$ cat src/hw/can_ctl0_defs.svh
// Register offsets, bit positions and timing counts of the CAN control block
`ifndef CAN_CTL0_DEFS_SVH
`define CAN_CTL0_DEFS_SVH

// Register byte addresses on the APB port
`define CTL0_ADDR        12'h000
`define MODE_STAT_ADDR   12'h004
`define STAMP_ADDR       12'h008

// Bit positions in can_control_zero
`define FRAME_FLAG_BIT   7
`define RX_ACTIVE_BIT    6
`define STOP_WAIT_BIT    5
`define BUS_SYNC_BIT     4
`define STAMP_EN_BIT     3
`define WAKE_EN_BIT      2
`define SLEEP_REQ_BIT    1
`define INIT_REQ_BIT     0

// Bit positions in the mode status register
`define INIT_ACK_BIT     1
`define SLEEP_ACK_BIT    0

// Reset value of can_control_zero
`define CTL0_RESET       8'h00

// Recessive bits needed before taking part in bus traffic
`define SYNC_RECESSIVE_BITS  4'hB

// Timing: clock period and nominal CAN bit time
`define CLK_PERIOD_NS    4
`define BIT_TIME_NS      1000
`define BIT_CYCLES       (`BIT_TIME_NS / `CLK_PERIOD_NS)

`endif

$ cat src/hw/can_ctl0_pkg.sv
// Types shared by the CAN control block
package can_ctl0_pkg;

   typedef enum logic {
      pw_run,
      pw_sleep
   } power_state_t;

   typedef logic [15:0] stamp_t;

endpackage : can_ctl0_pkg

$ cat src/hw/can_ctl0_top.sv
// CAN first control register: status, timestamp, sleep and wake-up logic behind APB
`timescale 1ns/1ps
`default_nettype none
`include "can_ctl0_defs.svh"

module can_ctl0_top
   import can_ctl0_pkg::*;
(
   input  wire logic        pclk,
   input  wire logic        presetn,
   input  wire logic        psel,
   input  wire logic        penable,
   input  wire logic        pwrite,
   input  wire logic [11:0] paddr,
   input  wire logic [31:0] pwdata,
   output logic      [31:0] prdata,
   output logic             pready,
   output logic             pslverr,
   input  wire logic        bus_receive_pin,
   output logic             bus_transmit_pin,
   input  wire logic        engine_tx_bit,
   input  wire logic        rx_busy_in,
   input  wire logic        tx_busy_in,
   input  wire logic        eof_valid_in,
   input  wire logic        eof_is_rx_in,
   input  wire logic        loopback_in,
   input  wire logic        cpu_wait_mode,
   input  wire logic        cpu_stop_mode,
   output logic             can_rx_internal,
   output logic             bus_clock_enable,
   output logic             abort_activity,
   output logic             stamp_write,
   output logic      [15:0] stamp_value,
   output logic             wakeup_event
);

   ////////////////////////////////////////////////////////////////////////////////
   // Decode

   function automatic logic is_mapped(input logic [11:0] addr);
      is_mapped = (addr == `CTL0_ADDR) || (addr == `MODE_STAT_ADDR) ||
                  (addr == `STAMP_ADDR);
   endfunction : is_mapped

   ////////////////////////////////////////////////////////////////////////////////
   // State

   logic         frame_flag_r,  frame_flag_nxt;
   logic         stop_wait_r,   stop_wait_nxt;
   logic         stamp_en_r,    stamp_en_nxt;
   logic         wake_en_r,     wake_en_nxt;
   logic         sleep_req_r,   sleep_req_nxt;
   logic         init_req_r,    init_req_nxt;
   logic         init_ack_r,    init_ack_nxt;
   logic         wake_lat_r,    wake_lat_nxt;
   logic         in_sync_r,     in_sync_nxt;
   logic [3:0]   rec_cnt_r,     rec_cnt_nxt;
   logic [7:0]   tick_cnt_r,    tick_cnt_nxt;
   logic         pd_r,          pd_nxt;
   power_state_t pw_state_r,    pw_state_nxt;

   logic         receiver_active_r,       receiver_active_nxt;
   logic         tx_pin_r,      tx_pin_nxt;
   logic         clk_en_r,      clk_en_nxt;
   logic         abort_r,       abort_nxt;
   logic         stamp_wr_r,    stamp_wr_nxt;
   stamp_t       stamp_val_r,   stamp_val_nxt;
   logic         rx_int_r,      rx_int_nxt;
   logic         wake_r,        wake_nxt;
   logic [31:0]  prdata_r,      prdata_nxt;
   logic         pready_r,      pready_nxt;
   logic         pslverr_r,     pslverr_nxt;

   logic         rx_sync;
   stamp_t       stamp_count;
   logic         bit_tick;
   logic         init_mode;
   logic         power_down;
   logic         wr_ctl;
   logic         rx_masked;
   logic [7:0]   ctl0_view;

   ////////////////////////////////////////////////////////////////////////////////
   // Submodules

   sync2 u_rx_sync (
      .clk      (pclk),
      .rst_n    (presetn),
      .async_in (bus_receive_pin),
      .sync_out (rx_sync)
   );

   stamp_counter u_stamp (
      .clk      (pclk),
      .rst_n    (presetn),
      .enable   (stamp_en_r),
      .bit_tick (bit_tick),
      .count    (stamp_count)
   );

   ////////////////////////////////////////////////////////////////////////////////
   // Combinational helpers

   assign bit_tick   = (tick_cnt_r == 8'(`BIT_CYCLES - 1));
   assign init_mode  = init_req_r & init_ack_r;
   assign power_down = cpu_stop_mode | (cpu_wait_mode & stop_wait_r);
   assign wr_ctl     = psel & penable & pready_r & pwrite & ~pslverr_r &
                       (paddr == `CTL0_ADDR);
   // Asleep without wake-up the bus is masked to recessive
   assign rx_masked  = ((pw_state_r == pw_sleep) && !wake_lat_r) ? 1'b1 : rx_sync;
   assign ctl0_view  = {frame_flag_r, receiver_active_r, stop_wait_r, in_sync_r,
                        stamp_en_r, wake_en_r, sleep_req_r, init_req_r};

   ////////////////////////////////////////////////////////////////////////////////
   // Next-state logic

   always_comb begin
      frame_flag_nxt = frame_flag_r;
      stop_wait_nxt  = stop_wait_r;
      stamp_en_nxt   = stamp_en_r;
      wake_en_nxt    = wake_en_r;
      sleep_req_nxt  = sleep_req_r;
      init_req_nxt   = init_req_r;
      init_ack_nxt   = init_req_r;
      wake_lat_nxt   = wake_lat_r;
      in_sync_nxt    = in_sync_r;
      rec_cnt_nxt    = rec_cnt_r;
      pw_state_nxt   = pw_state_r;
      wake_nxt       = 1'b0;
      tick_cnt_nxt   = bit_tick ? 8'h00 : tick_cnt_r + 8'h01;
      pd_nxt         = power_down;

      // Set wins over a clearing write
      if (wr_ctl && pwdata[`FRAME_FLAG_BIT]) begin
         frame_flag_nxt = 1'b0;
      end
      if (eof_valid_in && eof_is_rx_in && !loopback_in) begin
         frame_flag_nxt = 1'b1;
      end

      if (wr_ctl) begin
         stop_wait_nxt = pwdata[`STOP_WAIT_BIT];
         stamp_en_nxt  = pwdata[`STAMP_EN_BIT];
         wake_en_nxt   = pwdata[`WAKE_EN_BIT];
         init_req_nxt  = pwdata[`INIT_REQ_BIT];
         if (pwdata[`SLEEP_REQ_BIT]) begin
            sleep_req_nxt = 1'b1;
         end else if (sleep_req_r && pw_state_r == pw_sleep) begin
            sleep_req_nxt = 1'b0;
         end
      end

      if (init_mode) begin
         frame_flag_nxt = 1'b0;
         stop_wait_nxt  = 1'b0;
         stamp_en_nxt   = 1'b0;
      end

      case (pw_state_r)
         pw_run: begin
            if (sleep_req_r && !rx_busy_in && !tx_busy_in) begin
               pw_state_nxt = pw_sleep;
               wake_lat_nxt = wake_en_r;
            end
         end
         pw_sleep: begin
            if (wake_lat_r && !rx_sync) begin
               pw_state_nxt  = pw_run;
               sleep_req_nxt = 1'b0;
               wake_nxt      = 1'b1;
            end else if (!sleep_req_nxt) begin
               pw_state_nxt = pw_run;
            end
         end
         default: begin
            pw_state_nxt = pw_run;
         end
      endcase

      // Synchronize only after a run of recessive bits
      if (pw_state_r == pw_sleep || init_mode || power_down) begin
         in_sync_nxt = 1'b0;
         rec_cnt_nxt = 4'h0;
      end else if (!in_sync_r && bit_tick) begin
         if (rx_masked) begin
            rec_cnt_nxt = rec_cnt_r + 4'h1;
            if (rec_cnt_r == `SYNC_RECESSIVE_BITS - 4'h1) begin
               in_sync_nxt = 1'b1;
            end
         end else begin
            rec_cnt_nxt = 4'h0;
         end
      end
   end

   always_ff @(posedge pclk or negedge presetn) begin
      if (!presetn) begin
         frame_flag_r <= 1'b0;
         stop_wait_r  <= 1'b0;
         stamp_en_r   <= 1'b0;
         wake_en_r    <= 1'b0;
         sleep_req_r  <= 1'b0;
         init_req_r   <= 1'b0;
         init_ack_r   <= 1'b0;
         wake_lat_r   <= 1'b0;
         in_sync_r    <= 1'b0;
         rec_cnt_r    <= 4'h0;
         tick_cnt_r   <= 8'h00;
         pd_r         <= 1'b0;
         pw_state_r   <= pw_run;
         wake_r       <= 1'b0;
      end else begin
         frame_flag_r <= frame_flag_nxt;
         stop_wait_r  <= stop_wait_nxt;
         stamp_en_r   <= stamp_en_nxt;
         wake_en_r    <= wake_en_nxt;
         sleep_req_r  <= sleep_req_nxt;
         init_req_r   <= init_req_nxt;
         init_ack_r   <= init_ack_nxt;
         wake_lat_r   <= wake_lat_nxt;
         in_sync_r    <= in_sync_nxt;
         rec_cnt_r    <= rec_cnt_nxt;
         tick_cnt_r   <= tick_cnt_nxt;
         pd_r         <= pd_nxt;
         pw_state_r   <= pw_state_nxt;
         wake_r       <= wake_nxt;
      end
   end

   ////////////////////////////////////////////////////////////////////////////////
   // Outputs and APB answer

   always_comb begin
      receiver_active_nxt     = rx_busy_in & ~tx_busy_in & ~power_down & ~init_mode &
                      (pw_state_r == pw_run);
      tx_pin_nxt    = power_down ? 1'b1 : engine_tx_bit;
      abort_nxt     = power_down & ~pd_r;
      clk_en_nxt    = ~(cpu_wait_mode & stop_wait_r);
      stamp_wr_nxt  = eof_valid_in & stamp_en_r & ~(eof_is_rx_in & loopback_in);
      stamp_val_nxt = stamp_wr_nxt ? stamp_count : stamp_val_r;
      rx_int_nxt    = rx_masked;
      pready_nxt    = psel & ~penable;
      pslverr_nxt   = psel & ~penable & (~is_mapped(paddr) | power_down);
      prdata_nxt    = prdata_r;
      if (psel && !penable) begin
         case (paddr)
            `CTL0_ADDR:      prdata_nxt = {24'h000000, ctl0_view};
            `MODE_STAT_ADDR: prdata_nxt = {30'h00000000, init_ack_r,
                                           (pw_state_r == pw_sleep)};
            `STAMP_ADDR:     prdata_nxt = {16'h0000, stamp_count};
            default:         prdata_nxt = 32'h00000000;
         endcase
      end
   end

   always_ff @(posedge pclk or negedge presetn) begin
      if (!presetn) begin
         receiver_active_r     <= 1'b0;
         tx_pin_r    <= 1'b1;
         abort_r     <= 1'b0;
         clk_en_r    <= 1'b1;
         stamp_wr_r  <= 1'b0;
         stamp_val_r <= 16'h0000;
         rx_int_r    <= 1'b1;
         pready_r    <= 1'b0;
         pslverr_r   <= 1'b0;
         prdata_r    <= 32'h00000000;
      end else begin
         receiver_active_r     <= receiver_active_nxt;
         tx_pin_r    <= tx_pin_nxt;
         abort_r     <= abort_nxt;
         clk_en_r    <= clk_en_nxt;
         stamp_wr_r  <= stamp_wr_nxt;
         stamp_val_r <= stamp_val_nxt;
         rx_int_r    <= rx_int_nxt;
         pready_r    <= pready_nxt;
         pslverr_r   <= pslverr_nxt;
         prdata_r    <= prdata_nxt;
      end
   end

   assign prdata           = prdata_r;
   assign pready           = pready_r;
   assign pslverr          = pslverr_r;
   assign bus_transmit_pin = tx_pin_r;
   assign can_rx_internal  = rx_int_r;
   assign bus_clock_enable = clk_en_r;
   assign abort_activity   = abort_r;
   assign stamp_write      = stamp_wr_r;
   assign stamp_value      = stamp_val_r;
   assign wakeup_event     = wake_r;

   ////////////////////////////////////////////////////////////////////////////////
   // Assertions

   property p_frame_set;
      @(posedge pclk) disable iff (!presetn)
      (eof_valid_in && eof_is_rx_in && !loopback_in && !init_mode) |=> frame_flag_r;
   endproperty
   a_frame_set: assert property (p_frame_set) else $error("frame flag not set");

   property p_frame_hold;
      @(posedge pclk) disable iff (!presetn)
      (frame_flag_r && !init_mode && !(wr_ctl && pwdata[`FRAME_FLAG_BIT])) |=> frame_flag_r;
   endproperty
   a_frame_hold: assert property (p_frame_hold) else $error("frame flag lost");

   property p_stamp_clear;
      @(posedge pclk) disable iff (!presetn)
      !stamp_en_r |=> (stamp_count == 16'h0000);
   endproperty
   a_stamp_clear: assert property (p_stamp_clear) else $error("stamp not cleared");

   property p_stamp_init;
      @(posedge pclk) disable iff (!presetn)
      init_mode |=> !stamp_en_r;
   endproperty
   a_stamp_init: assert property (p_stamp_init) else $error("stamp enabled in init");

   property p_rx_mask;
      @(posedge pclk) disable iff (!presetn)
      (pw_state_r == pw_sleep && !wake_lat_r) |=> rx_int_r;
   endproperty
   a_rx_mask: assert property (p_rx_mask) else $error("receive not masked");

   property p_sleep_clear;
      @(posedge pclk) disable iff (!presetn)
      (pw_state_r == pw_run && sleep_req_r && wr_ctl && !pwdata[`SLEEP_REQ_BIT]) |=> sleep_req_r;
   endproperty
   a_sleep_clear: assert property (p_sleep_clear) else $error("early sleep clear");

   property p_tx_recessive;
      @(posedge pclk) disable iff (!presetn)
      power_down |=> (bus_transmit_pin && ($past(pd_r) || abort_activity));
   endproperty
   a_tx_recessive: assert property (p_tx_recessive) else $error("tx not recessive");

   property p_clk_gate;
      @(posedge pclk) disable iff (!presetn)
      (cpu_wait_mode && stop_wait_r) |=> !bus_clock_enable;
   endproperty
   a_clk_gate: assert property (p_clk_gate) else $error("clock not gated");

   property p_bus_synchronized_run;
      @(posedge pclk) disable iff (!presetn)
      $rose(in_sync_r) |-> ($past(rec_cnt_r) == `SYNC_RECESSIVE_BITS - 4'h1);
   endproperty
   a_bus_synchronized_run: assert property (p_bus_synchronized_run) else $error("bus sync too early");

endmodule : can_ctl0_top

`default_nettype wire

$ cat src/hw/stamp_counter.sv
// Free-running 16-bit bit-time stamp counter, cleared while disabled
`timescale 1ns/1ps
`default_nettype none

module stamp_counter
   import can_ctl0_pkg::*;
(
   input  wire logic   clk,
   input  wire logic   rst_n,
   input  wire logic   enable,
   input  wire logic   bit_tick,
   output var stamp_t  count
);

   stamp_t count_r;
   stamp_t count_nxt;

   always_comb begin
      count_nxt = count_r;
      if (!enable) begin
         count_nxt = 16'h0000;
      end else if (bit_tick) begin
         count_nxt = count_r + 16'h0001;
      end
   end

   always_ff @(posedge clk or negedge rst_n) begin
      if (!rst_n) begin
         count_r <= 16'h0000;
      end else begin
         count_r <= count_nxt;
      end
   end

   assign count = count_r;

endmodule : stamp_counter

`default_nettype wire

$ cat src/hw/sync2.sv
// Two flip-flop synchroniser for a level from outside the clock domain
`timescale 1ns/1ps
`default_nettype none

module sync2 (
   input  wire logic clk,
   input  wire logic rst_n,
   input  wire logic async_in,
   output logic      sync_out
);

   logic meta_r;

   // Idles recessive so a reset does not look like bus traffic
   always_ff @(posedge clk or negedge rst_n) begin
      if (!rst_n) begin
         meta_r   <= 1'b1;
         sync_out <= 1'b1;
      end else begin
         meta_r   <= async_in;
         sync_out <= meta_r;
      end
   end

endmodule : sync2

`default_nettype wire

$ cat config.mk
export PLATFORM = sky130hd
export DESIGN_NAME = can_ctl0_top
export DESIGN_NICKNAME = d
export VERILOG_FILES = /design/src/hw/can_ctl0_pkg.sv /design/src/hw/can_ctl0_top.sv /design/src/hw/stamp_counter.sv /design/src/hw/sync2.sv
export VERILOG_INCLUDE_DIRS = /design/src /design/src/hw
export SDC_FILE = /design/constraint.sdc
export NUM_CORES = 1
export LEC_CHECK = 0
export BUFFER_PORTS_ARGS = -buffer_cell sky130_fd_sc_hd__buf_2
export CORE_MARGIN = 2
export CORE_UTILIZATION = 48
export CTS_BUF_LIST = sky130_fd_sc_hd__clkbuf_2
export CTS_CLUSTER_DIAMETER = 100
export DETAILED_ROUTE_END_ITERATION = 6
export PLACE_DENSITY = 0.86
export SETUP_SLACK_MARGIN = 0.3
export SLEW_MARGIN = 10
export SYNTH_ARGS = -nofsm -noshare
export SYNTH_HDL_FRONTEND = slang
export SYNTH_SLANG_ARGS = --single-unit
$ cat constraint.sdc
create_clock -name pclk -period 2 [get_ports pclk]
set_clock_uncertainty 0.1 [all_clocks]
set_input_delay 0.4 -clock pclk [delete_from_list [all_inputs] [get_ports pclk]]
set_output_delay 0.4 -clock pclk [all_outputs]
set_load 0.005 [all_outputs]
; ---- Yosys cells after proc, flatten, opt, wreduce, memory -nomap -nowiden
; Cells that the tools add are included.
[totals]
reg_bits = 98
in_bits = 58
elab_cells = 124
[op_classes]
addsub = 3
n_eq_ne = 5
n_mux = 31
bitwise = 29
n_reduce_logical = 29
[op_table]
columns = cell, count
row1 = $pmux 16 s3, 1
row2 = $mux 16, 2
row3 = $mux 1, 23
row4 = $and 1x1->1, 17
row5 = $add 16x1->16 const B, 1
row6 = $eq 12x3->1 const B, 1
row7 = $eq 12x4->1 const B, 1
row8 = $logic_not 12->1, 1
row9 = $mux 4, 3
row10 = $logic_and 1x1->1, 10
row11 = $not 1->1, 10
row12 = $add 8x1->8 const B, 1
row13 = $eq 8x8->1 const B, 1
row14 = $mux 8, 1
row15 = $reduce_bool 2->1, 4
row16 = $logic_not 1->1, 7
row17 = $add 4x1->4 const B, 1
row18 = $eq 4x4->1 const B, 1
row19 = $logic_or 1x1->1, 4
row20 = $reduce_and 3->1, 1
row21 = $reduce_bool 3->1, 1
row22 = $ne 2x1->1 const B, 1
row23 = $or 1x1->1, 2
row24 = $pmux 1 s2, 1
row25 = $reduce_and 2->1, 1

; ---- Depth between registers and ports, before layout
[logic_depth]
depth_word = 9
ltp_mapped = 7
depth_no_buf = 6

; ---- Cells and area by module
; A second synthesis with hierarchy kept.
[hier_totals]
cells_unflattened = 329
hier_area_um2 = 3712.3
[by_module_without_submodules]
columns = module, instances, cells_each, area_per_inst_um2, seq_area_each_um2
row1 = can_ctl0_top, 1, 246, 2844.0, 1605.3
row2 = stamp_counter, 1, 81, 815.8, 400.4
row3 = sync2, 1, 2, 52.6, 52.6

; ---- Worst setup path before layout
; Ideal clock, no wire load.
[synth_path]
kind = reg2reg
start = register tick_cnt_r[1]
end = register u_stamp.count_r[15] (netlist: u_stamp.count[15])
setup_ns = 0.078
arrival_time_ns = 1.894
setup_slack_ns = -0.071
stages_incl_launch_ff = 8
path_buffers = 1
period_less_slack_ns = 2.071
path_cell_list = dfrtp_1 > inv_1 > ha_1 > nand4b_4 > or3_1 > buf_2 > or4_1 > a21oi_1
[synth_via]
elab_chain_len = 2
[synth_lines]
columns = element, line_no
row1 = "start, declared", can_ctl0_top.sv:58  ; logic [7:0] tick_cnt_r, tick_cnt_nxt;
row2 = "start signal, assigned", can_ctl0_top.sv:223  ; tick_cnt_r <= tick_cnt_nxt;
row3 = $eq 8x8->1, can_ctl0_top.sv:104  ; assign bit_tick = (tick_cnt_r == 8'(`BIT_CYCLES - 1));
row4 = $ne 2x1->1 (no source line), -
row5 = "end signal, assigned", stamp_counter.sv:31  ; count_r <= count_nxt;
row6 = "end, declared", stamp_counter.sv:15  ; stamp_t count_r;
; No other way between the ends.
; A chain may end at the register's enable or synchronous reset.

; ---- Worst setup path in the final report
[layout_path]
start = register u_stamp.count_r[0] (netlist: u_stamp.count[0])
end = register u_stamp.count_r[14] (netlist: u_stamp.count[14])
[layout_via]
elab_chain_len = 3
[layout_lines]
columns = element, line_no
row1 = $add 16x1->16, stamp_counter.sv:23  ; count_nxt = count_r + 16'h0001;
row2 = $mux 16, stamp_counter.sv:22  ; end else if (bit_tick) begin
row3 = $mux 16, stamp_counter.sv:20  ; if (!enable) begin
; No other way between the ends. The select of a mux whose other input is x is not followed.

==> flow_summary_export.csv <==
group,metric,value,unit
outcome,outcome,"finished clean",
critical_path,worst_ep_arrival_time,2.32,ns
placed_design,dp_slack,-0.0218,ns
clocking,clk_path_buf_depth,2,
grt,antenna_found_initial,0,
drt,drcViolationCount,0,
sta,fin_crit_sh,0.961,
power,ir_worst_vdd,0.397,mV
floorplanning,die_y,91.8,um
grt,grt_max_degree,37,
synthesis,post_synth.cell_area_avg,10.9,sq um
sta,finalHoldViolCount,0,
floorplanning,ioPinCount,114,
placed_design,post-dp-hpwl,6120,um
sta,finalSetupViolations,0,
placed_design,dpl.cell_count,524,
critical_path,start_kind,"flip-flop",
finish,fin_nets,514,
finish,stdcell_count,558,
synthesis,synth_area,0.00370,sq mm
critical_path,path_class,"flip-flop to flip-flop",
synthesis,post-synth-top-count-cell,"dfrtp_1",
clocking,cts_buffers,9,
synthesis,synth-async-reset-ratio,1.00,
critical_path,cp_cell_sequence,"buf_4 -> ha_4 -> nand3_1 -> nor4_4 -> buf_4 -> nand4_1 -> mux2i_1",
synthesis,yosysTopAreaCell,"dfrtp_1",
critical_path,max_stage_delay,0.42,ns
floorplanning,dieArea,0.00843,sq mm
placed_design,routabilityCongestion,0.817,
grt,first_global_vias,3006,
clocking,root_buffer,"clkbuf_2",
drt,wl_per_cell,16.5,um
critical_path,cp_max_fo,4,
drt,dr.pass1.iters,5,
power,powerDensity,585,mW/mm^2
synthesis,synth_common_cells,"77 x dfrtp_1, 38 x nand2_1, 21 x nor2_1",
critical_path,cpMostUsedCell,"buf_4",
sta,postLayoutSetupSlackWorst,0.0779,ns
finish,syn_to_final_growth,28.9,%
synthesis,synth_cells,341,
drt,ant_nets,0,
placed_design,place.port_buffers,71,
critical_path,cp-end-kind,"flip-flop",
sta,slew_viol_final,0,
synthesis,yosysWarnings,0,
sta,final.setup.tns,0,ns
grt,grt_pass1_wl,14600,um
finish,n_fill_cell,590,
synthesis,synth_top_area_frac,0.520,
clocking,path_clk_slew,0.25,ns
grt,gr-usage-all-layers,0.221,
power,p_leak,2.44,nW
flow_run,drv_cap,0,
drt,wl,9230,um
min_path,hp-class,"primary input to flip-flop",
floorplanning,initial_core_util,0.487,
floorplanning,die_w,91.8,um
synthesis,yosys-top-cells-area,"dfrtp_1 52%, mux2_2 4.9%, nand2_1 3.9%, mux2i_1 3.8%, dfstp_2 3.5%",
clocking,cts_sinks,82,
synthesis,synth_edf_count,0,
sta,grt_setup_unrepaired,"true",
synthesis,ys_seq_area_frac,0.556,
clocking,clock_latency,0.54,ns
synthesis,synth_cell_types,40,
critical_path,cp_top_family,"simple AND/OR/NAND/NOR gates",
floorplanning,core,0.00761,sq mm
synthesis,ys_ff_latch,82,
synthesis,synth-main-ff-cell,"dfrtp_1",
finish,num_antenna_cells,0,
drt,via_per_inst,5.45,
drt,vias,3040,
grt,gr-total-overflow,0,
finish,final_core_util,0.628,
clocking,cts_tree,"done",
finish,drive_gt1_frac,0.366,
drt,drt-initial-drc-count,217,
critical_path,slowest_stage,"dfrtp_1",
sta,fmax,0.520,GHz
clocking,htree_levels,3,
sta,min_period,1.92,ns
critical_path,crit_buf_inv,2,
floorplanning,rows,32,
critical_path,required,2.40,ns
worst min-delay path: cells and delay by family:
kind,cells,cell delay (ns)
compound gates,1,0.09
buf+inv,1,0.11
simple gates,1,0.09
cell type report:
type / count / area [sq um] / area share
inverters: 15 / 56.3 / 0.0118
flip-flops and latches: 82 / 2060 / 0.431
well taps: 102 / 128 / 0.0267
clock inverters: 7 / 77.6 / 0.0162
multi-input cells: 231 / 1700 / 0.355
clock buffers: 9 / 45.0 / 0.00943
repair buffers: 112 / 713 / 0.149
layout by cell type (no fill, tap or decap), drive strengths merged, types with 3 or more instances in the layout:
cell | Yosys | layout
inv | 15 | 17
xnor2 | 8 | 8
o31ai | 15 | 15
dfstp | 5 | 5
nand4 | 4 | 4
xor2 | 4 | 4
a22o | 8 | 8
or4 | 4 | 4
dfrtp | 77 | 77
mux2i | 14 | 14
ha | 5 | 5
nand3 | 18 | 18
o21ai | 7 | 7
a21oi | 15 | 15
nor2 | 21 | 21
nand2 | 38 | 38
conb | 1 | 16
nor3 | 5 | 5
nand2b | 7 | 7
clkbuf | 10 | 9
mux2 | 16 | 16
buf | 18 | 101
clkinv | 0 | 3
dlygate4sd3 | 0 | 11
nor4 | 7 | 7
logic make-up after synthesis:
family / Yosys count / synth area share
muxes: 30 / 0.0865
buffers and inverters: 43 / 0.0601
xor gates and xnor gates: 12 / 0.0284
and+or+nand+nor: 117 / 0.160
DFF: 82 / 0.556
adders and majority gates: 5 / 0.0169
other: 1 / 0.00101
AOI/OAI and AO/OA: 51 / 0.0912
sequential cells by signal, indices dropped and copies added (netlist names), 4 cells and up:
name	cells
tick_cnt_r	8
prdata	16
rec_cnt_r	4
u_stamp.count	16
stamp_value	16
what timing repair did:
action | CTS | global route
pin swaps | 13 | 4
setup endpoints to repair | 28 | 24
gates resized for setup | 24 | 8
buffers inserted | 4 | 3
endpoints found under the hold margin | 86 | 0
hold buffers | 11 | 0
where the power goes:
part           total (mW)  leakage (nW)  switching, mW  internal (mW)
sequential           1.69          1.08         0.0106           1.68
clock               0.908        0.0729          0.608          0.300
combinational       0.196          1.29          0.114         0.0820
final timing paths:
kind / from / end / slack, ns / cells past startpoint
setup / recovery: u_stamp.count[0]$_DFFE_PN0P_ / u_stamp.count[14]$_DFFE_PN0P_ / 0.08 / 7
hold / removal: eof_is_rx_in / frame_flag_r$_DFFE_PN0P_ / 0.04 / 3
setup reg to reg: u_stamp.count[0]$_DFFE_PN0P_ / u_stamp.count[14]$_DFFE_PN0P_ / 0.08 / 7
hold reg to reg: u_rx_sync.meta_r$_DFF_PN1_ / u_rx_sync.sync_out$_DFF_PN1_ / 0.27 / 0
max in group asynchronous: presetn / u_rx_sync.sync_out$_DFF_PN1_ / 1.08 / 3
min in group asynchronous: presetn / u_stamp.count[11]$_DFFE_PN0P_ / 0.15 / 2
per-layer routing:
layer	vias up	wire (um)	GRT usage
met2	123	5020	0.398
met4	0	351	0.103
met3	34	444	0.0427
li1	1391	-	-
met5	-	0	0
met1	1492	3410	0.253
through the flow:
step,total power [mW],area (sq um),hold slack [ns]
after global placement,1.89,4320,0.206
final,2.79,4770,0.0449
after CTS,2.81,4710,0.0285
after global routing,2.91,4770,0.0304
after floorplan,1.81,3830,0.00441
after detailed placement,1.89,4320,0.215
Power figures use the tool's default switching activity.
